`config.mk`:
```
export PLATFORM = sky130hd
export DESIGN_NAME = master_intensity_pwm_control
export DESIGN_NICKNAME = d
export VERILOG_FILES = /design/src/rtl/intensity_pkg.sv /design/src/rtl/slot_divider.sv /design/src/rtl/master_intensity_pwm_control.sv
export SDC_FILE = /design/constraint.sdc
export NUM_CORES = 1
export LEC_CHECK = 0
export BUFFER_PORTS_ARGS = -buffer_cell sky130_fd_sc_hd__buf_2
export CAP_MARGIN = 0
export CORE_UTILIZATION = 57
export DETAILED_ROUTE_END_ITERATION = 8
export PLACE_DENSITY_LB_ADDON = 0.12
export SKIP_CTS_REPAIR_TIMING = 1
export SYNTH_ARGS = -nofsm -noshare
export SYNTH_HDL_FRONTEND = slang
export SYNTH_SLANG_ARGS = --single-unit
```
`constraint.sdc`:
```
create_clock -name clk -period 2 [get_ports clk]
set_input_delay 0.1 -clock clk [delete_from_list [all_inputs] [get_ports clk]]
set_output_delay 0.1 -clock clk [all_outputs]
set_load 0.02 [all_outputs]
```
`src/rtl/intensity_pkg.sv`:
```
// package for the master / output-only port intensity block
// assumes a single 20 MHz clock and a simple register access port
package intensity_pkg;
  localparam logic [7:0] reg_master_and_port16_intensity = 8'h0E;
  localparam logic [7:0] intensity_reset = 8'h00;
  localparam int master_lsb = 4;
  localparam int port_lsb = 0;
  localparam logic [3:0] port_static = 4'hF;
  localparam logic [3:0] master_off = 4'h0;
  localparam logic [3:0] master_full = 4'hF;
  // oscillator tick period, cycles of clk per pwm slot
  localparam int clk_hz = 20_000_000;
  localparam int slot_hz = 1_000_000;
  localparam int slot_cycles = clk_hz / slot_hz;

  typedef struct packed {
    logic [3:0] master_level;
    logic [3:0] aux_port_level;
  } intensity_s;

  typedef struct packed {
    logic wr;
    logic rd;
    logic [7:0] addr;
    logic [7:0] wdata;
  } reg_req_s;
endpackage

```
`src/rtl/slot_divider.sv`:
```
// slot tick divider: internal oscillator stand-in
// assumes clk and an active-low synchronous-released reset
`timescale 1ns/100ps
module slot_divider #(
  parameter int period = 20
) (
  input wire logic clk,
  input wire logic rst_n,
  input wire logic run,
  output logic tick
);
  localparam int w = $clog2(period) + 1;
  logic [w-1:0] count;
  logic [w-1:0] next_count;

  initial begin
    if (period < 1) $error("period must be at least 1");
  end

  always_comb begin
    next_count = count;
    if (!run) begin
      // stopped oscillator clears its count and holds at zero
      next_count = '0;
    end else if (count == w'(period - 1)) begin
      next_count = '0;
    end else begin
      next_count = count + w'(1);
    end
  end

  assign tick = run && (count == w'(period - 1));

  always_ff @(posedge clk or negedge rst_n) begin
    if (!rst_n) begin
      count <= '0;
    end else begin
      count <= next_count;
    end
  end
endmodule

```
`src/rtl/master_intensity_pwm_control.sv`:
```
// master and output-only port intensity register with pwm generation
// assumes a serial bus front end that presents decoded byte accesses
//
// Behaviour
// - Register 0x0E holds master level in the upper nibble and port level in the lower.
// - Reading register 0x0E returns both stored nibbles unchanged.
// - Master level zero stops the oscillator and holds master_on and output_only_port low.
// - Master level n from 1 to 15 gives a master duty of n fifteenths.
// - Port level n from 0 to 14 gives a port duty of n plus one sixteenths.
// - Port level 15 makes the port follow the master output at full port duty.
`timescale 1ns/100ps
module master_intensity_pwm_control
  import intensity_pkg::*;
#(
  parameter int slot_period = intensity_pkg::slot_cycles
) (
  input wire logic clk,
  input wire logic nrst,
  input intensity_pkg::reg_req_s req,
  output logic [7:0] rdata,
  output logic rvalid,
  output intensity_pkg::intensity_s levels,
  output logic osc_running,
  output logic master_on,
  output logic output_only_port
);
  import intensity_pkg::*;

  // =====================================================
  // reset release
  logic [1:0] rst_sync;
  logic rst_n;
  always_ff @(posedge clk or negedge nrst) begin
    if (!nrst) begin
      rst_sync <= 2'b00;
    end else begin
      rst_sync <= {rst_sync[0], 1'b1};
    end
  end
  assign rst_n = rst_sync[1];

  initial begin
    if (slot_period < 1) $error("slot_period must be at least 1");
  end

  // =====================================================
  // register
  intensity_s level_reg;
  intensity_s next_level_reg;
  logic [7:0] next_rdata;
  logic next_rvalid;

  function automatic logic hit(input logic [7:0] a);
    return a == reg_master_and_port16_intensity;
  endfunction

  always_comb begin
    next_level_reg = level_reg;
    next_rdata = 8'h00;
    next_rvalid = 1'b0;
    if (req.wr && hit(req.addr)) begin
      next_level_reg = intensity_s'(req.wdata);
    end
    if (req.rd) begin
      next_rvalid = 1'b1;
      next_rdata = hit(req.addr) ? 8'(level_reg) : 8'h00;
    end
  end

  always_ff @(posedge clk or negedge rst_n) begin
    if (!rst_n) begin
      level_reg <= intensity_s'(intensity_reset);
      rdata <= 8'h00;
      rvalid <= 1'b0;
    end else begin
      level_reg <= next_level_reg;
      rdata <= next_rdata;
      rvalid <= next_rvalid;
    end
  end

  assign levels = level_reg;

  // =====================================================
  // oscillator and pwm counters
  logic run;
  logic tick;
  assign run = level_reg.master_level != master_off;

  slot_divider #(
    .period(slot_period)
  ) u_div (
    .clk(clk),
    .rst_n(rst_n),
    .run(run),
    .tick(tick)
  );

  // master frame: 15 slots; port frame: 16 master frames' worth of sixteenths
  logic [3:0] mslot;
  logic [3:0] next_mslot;
  logic [3:0] pslot;
  logic [3:0] next_pslot;

  always_comb begin
    next_mslot = mslot;
    next_pslot = pslot;
    if (!run) begin
      next_mslot = 4'h0;
      next_pslot = 4'h0;
    end else if (tick) begin
      if (mslot == 4'hE) begin
        next_mslot = 4'h0;
        next_pslot = pslot + 4'h1;
      end else begin
        next_mslot = mslot + 4'h1;
      end
    end
  end

  always_ff @(posedge clk or negedge rst_n) begin
    if (!rst_n) begin
      mslot <= 4'h0;
      pslot <= 4'h0;
    end else begin
      mslot <= next_mslot;
      pslot <= next_pslot;
    end
  end

  // =====================================================
  // output decisions
  logic next_master_on;
  logic next_port;
  always_comb begin
    next_master_on = 1'b0;
    next_port = 1'b0;
    if (!run) begin
      next_master_on = 1'b0;
      next_port = 1'b0;
    end else begin
      next_master_on = mslot < level_reg.master_level;
      if (level_reg.aux_port_level == port_static) begin
        next_port = next_master_on;
      end else begin
        next_port = next_master_on && (pslot <= level_reg.aux_port_level);
      end
    end
  end

  always_ff @(posedge clk or negedge rst_n) begin
    if (!rst_n) begin
      master_on <= 1'b0;
      output_only_port <= 1'b0;
      osc_running <= 1'b0;
    end else begin
      master_on <= next_master_on;
      output_only_port <= next_port;
      osc_running <= run;
    end
  end
endmodule

```
* Word-level counts from Yosys, hierarchy flattened *
Cells that the tools add are included.

operators by class
  add/subtract/negate cells = 3
  $mul = 0
  divide/modulo/power cells = 0
  order comparisons = 2
  eq/ne operators = 6
  shifts and indexed selects = 0
  mux-type cells = 14
  bitwise gates (word level) = 0
  reduce and logical (&&, ||, !) cells = 5

operators with widths
  kind                   number
  $mux W4                6
  $mux W8                2
  $mux W6                2
  $add A4 B1 Y4 const B  2
  $eq A4 B4 Y1 const B   2
  $eq A8 B4 Y1 const B   1
  $add A6 B1 Y6 const B  1
  $eq A6 B5 Y1 const B   1
  $le A4 B4 Y1           1
  $lt A4 B4 Y1           1
  $mux W1                4
  $ne A2 B1 Y1 const B   2
  $reduce_bool A4 Y1     1
  $logic_and A1 B1 Y1    3
  $reduce_and A2 Y1      1

word-level totals
  flip-flop bits (word level) = 36
  bits in latches = 0
  memory bits (writable) = 0
  bits in read-only memories = 0
  input port bits = 20
  word-level logic and storage cells = 41
  memories = 0

* Longest topological paths before layout *
  depth in word-level cells = 4
  gate-level depth with buffers = 7
  mapped depth without buffers = 6

* Hierarchy *
A second synthesis with hierarchy kept.

unflattened totals
  cell total of the unflattened synthesis = 145
  area total of the unflattened synthesis = 1659.1 sq um

modules (own cells, without submodules)
  module                        times used  cells an instance  area each (sq um)  sequential area each (sq um)
  master_intensity_pwm_control  1           119                1362.6             750.7
  slot_divider                  1           26                 296.5              150.1

* Worst setup path before layout *
OpenSTA, ideal clock, no wires.

  kind = reg2reg
  start = register u_div.count[0]
  end = register mslot[2]
  arrival time = 1.474 ns
  data required time = 1.878 ns
  slack = 0.405 ns
  stages on the path, launching flop included = 7
  buffers on the path = 1
  period minus slack after synthesis = 1.595 ns
  cells stage by stage = dfrtp_1 -> ha_1 -> and4bb_1 -> nor2b_1 -> clkbuf_1 -> o21ai_0 -> a32o_1

on the way
  cells in the longest elaborated chain, start to end = 3

RTL lines
  item                      RTL line                             text
  start: declaration        slot_divider.sv:13                   logic [w-1:0] count;
  start signal: assignment  slot_divider.sv:38                   count <= next_count;
  $eq A6 B5 Y1              slot_divider.sv:32                   assign tick = run && (count == w'(period - 1));
  $logic_and A1 B1 Y1       slot_divider.sv:32
  $ne A2 B1 Y1 (no line)    n/a
  end signal: assignment    master_intensity_pwm_control.sv:126  mslot <= next_mslot;
  end: declaration          master_intensity_pwm_control.sv:100  logic [3:0] mslot;

Every way passes these cells.
A chain may end at the register's enable or synchronous reset.

* Worst setup path after layout *
Same ends and word-level chain as after synthesis.

==> flow_summary.ini <==
[cts]
cts.sink_count = 36
cts_buffers = 5
h-tree-depth = 2
clk_path_buf_depth = 2
clk_latency_ns = 0.35
root_buffer = clkbuf_4
cts_tree = yes
clkTransAtPathRegs_ns = 0.12

[final_layout]
fin_nets = 224
ff_latch_area_um2 = 900.9
final_cell_mix = buf_2 (39), dfrtp_1 (36), nor2_1 (15)
final_area_um2 = 2122
areaGrowthSynthToFinish_pct = 24.71
fill_cells = 192
insertedDiodeCount = 0
layout_commonest_cell = buf_2
final_layout_size_suffix_gt1_share_pct = 35.05
final_util_pct = 76.29
multiInputGateArea_um2 = 754.5

[place]
port_buffers = 39
place_congestion = 0.8238
dp.final_hpwl_mm = 2.175
placed_area_um2 = 1939

[timing]
setup-tns-final_ns = 0
final-max-slew-violation-count = 0
rsz0062_at_grt = false
fmax_mhz = 602.9
setup_violations = 0
fin_crit_ns = 1.659
finalHoldViolCount = 0
min_period_over_period_pct = 82.94
fin_worst_skew_ns = 0.01463

[setup_path]
crit_required_ns = 2.25
cp_max_fo = 7
worstSetupPathType = reg -> reg
critPathLaunchType = flip-flop
critPathArrivalTime_ns = 1.91
endpoint_kind = flip-flop

[synthesis]
synth_top_area_share_pct = 52.94
synth-seq-cells = 36
ys_warn_count = 0
syn_nets = 169
synthTopCellsByArea = dfrtp_1 (53%), ha_1 (8.1%), mux2_4 (7.1%), nor2_1 (3.3%), and3_2 (2.6%)
syn_avg_cell_area_um2 = 12.33
synth_area_um2 = 1702
ys_seq_area_share_pct = 52.94
synthCells = 138
synth_top_area_cell = dfrtp_1
synth_cell_type_count = 33

[floorplan]
design.core.area_um2 = 2781
die-width_um = 56.64
dieHeight_um = 56.64
io_pins = 40
rows = 19
initial_core_util_pct = 61.18
dieArea_um2 = 3208

[pwr]
irDropWorstVdd_mv = 0.7432
power.density_nw_per_um2 = 677.1
cellLeakagePower_uw = 0.001150

[global_routing]
grt_overflow = 0
grt_usage_pct = 21.91
grt_pass1_vias = 1234
antenna_found_initial = 0
grt_max_degree = 35
grt_pass1_wl_mm = 5.278

[routing]
remaining_drc_errors = 0
routed-via-count = 1239
avgViaCountPerCell = 5.507
wl_per_cell_um = 14.78
wirelength_mm = 3.325
firstDrtPassIters = 4
first_iter_violations = 36
route.antenna.remaining_nets = 0

[outcome]
status = finished, final reports clean

[flow_run]
maxCapViolations = 0

[hold_path]
hold_path.class = in -> async
==> critical path, stage by stage (launching register included) <==
cell and delay [ns]:
dfrtp_1 0.39, ha_1 0.21, and4bb_1 0.26, nor2b_2 0.31, o21ai_0 0.14, a32o_1 0.27
==> state kept, by name (all words and copies together), names as in the netlist <==
name              flops
levels                8
rdata                 8
u_div.count           6
mslot                 4
pslot                 4
rst_sync              2
master_on             1
osc_running           1
output_only_port      1
rvalid                1
==> cell type report <==
cell class                 count  area share (%)
clock buffer                   5           1.769
clock inverter                 3           2.005
inverter                      10           1.769
multi-input combinational     89           35.55
sequential                    36           42.45
tap                           31           1.828
timing repair buffer          51           14.62
==> where the power goes <==
| group | switching (uW) | total, uW | internal, uW |
|---|---|---|---|
| Sequential | 16.8 | 765 | 748 |
| Clock | 250 | 510 | 261 |
| Combinational | 89.6 | 161 | 71.8 |
| Total | 356 | 1440 | 1080 |
==> per-layer routing <==
layer  GRT usage, %  routed length, um
met2          38.82               1770
met5              0                  0
met4          9.408                102
met3          4.839                116
met1          25.27               1336
==> cells in the mapped netlist (all sizes together) <==
cell type and count:
a21oi 3, a31o 1, a32o 1, and3 11, and3b 1, and4b 2, and4bb 1, clkbuf 3
conb 1, dfrtp 36, ha 11, inv 10, mux2 8, mux2i 3, nand2 3, nand3 2
nand4 2, nand4b 2, nor2 16, nor2b 3, nor3 1, nor3b 1, nor4 2, o211ai 1
o21ai 4, or2 1, or4 1, xnor2 4, xor2 3
==> metrics by stage <==
stage                     total power (uW)  instances  worst slack [ns]  hold slack [ns]
final                                 1437        225            0.3413          0.08082
after global routing                  1488        225            0.1322          0.06870
after CTS                             1434        215            0.1878          -0.4923
after detailed placement             925.0        207            0.1878          -0.1134
after global placement               919.5        207            0.2570          -0.1169
after floorplan                      861.4        138            0.4046          -0.1956
==> worst paths after layout <==
path | start | endpoint | slack, ns | cells past startpoint
max | u_div.count[0]$_DFF_PN0_ | mslot[2]$_DFFE_PN0P_ | 0.34 | 5
min | nrst | rst_sync[0]$_DFF_PN0_ | 0.08 | 2
max reg2reg | u_div.count[0]$_DFF_PN0_ | mslot[2]$_DFFE_PN0P_ | 0.34 | 5
min reg2reg | rst_sync[1]$_DFF_PN0_ | pslot[2]$_DFFE_PN0P_ | 0.27 | 1
max in group asynchronous | rst_sync[1]$_DFF_PN0_ | u_div.count[2]$_DFF_PN0_ | 1.43 | 1
min in group clk | req[17] | levels[5]$_DFFE_PN0P_ | 0.18 | 3
==> kinds of logic after synthesis <==
logic type,after synthesis,synth area share [%]
AND/OR/NAND/NOR,49,19.85
XOR/XNOR,7,3.603
multiplexers,11,8.824
other,1,0.2204
adder cells (fa/ha/maj),11,8.088
AO/OA/AOI/OAI,10,3.603
flip-flops,36,52.94
buffers and inverters,13,2.868
Power figures use the tool's default switching activity.
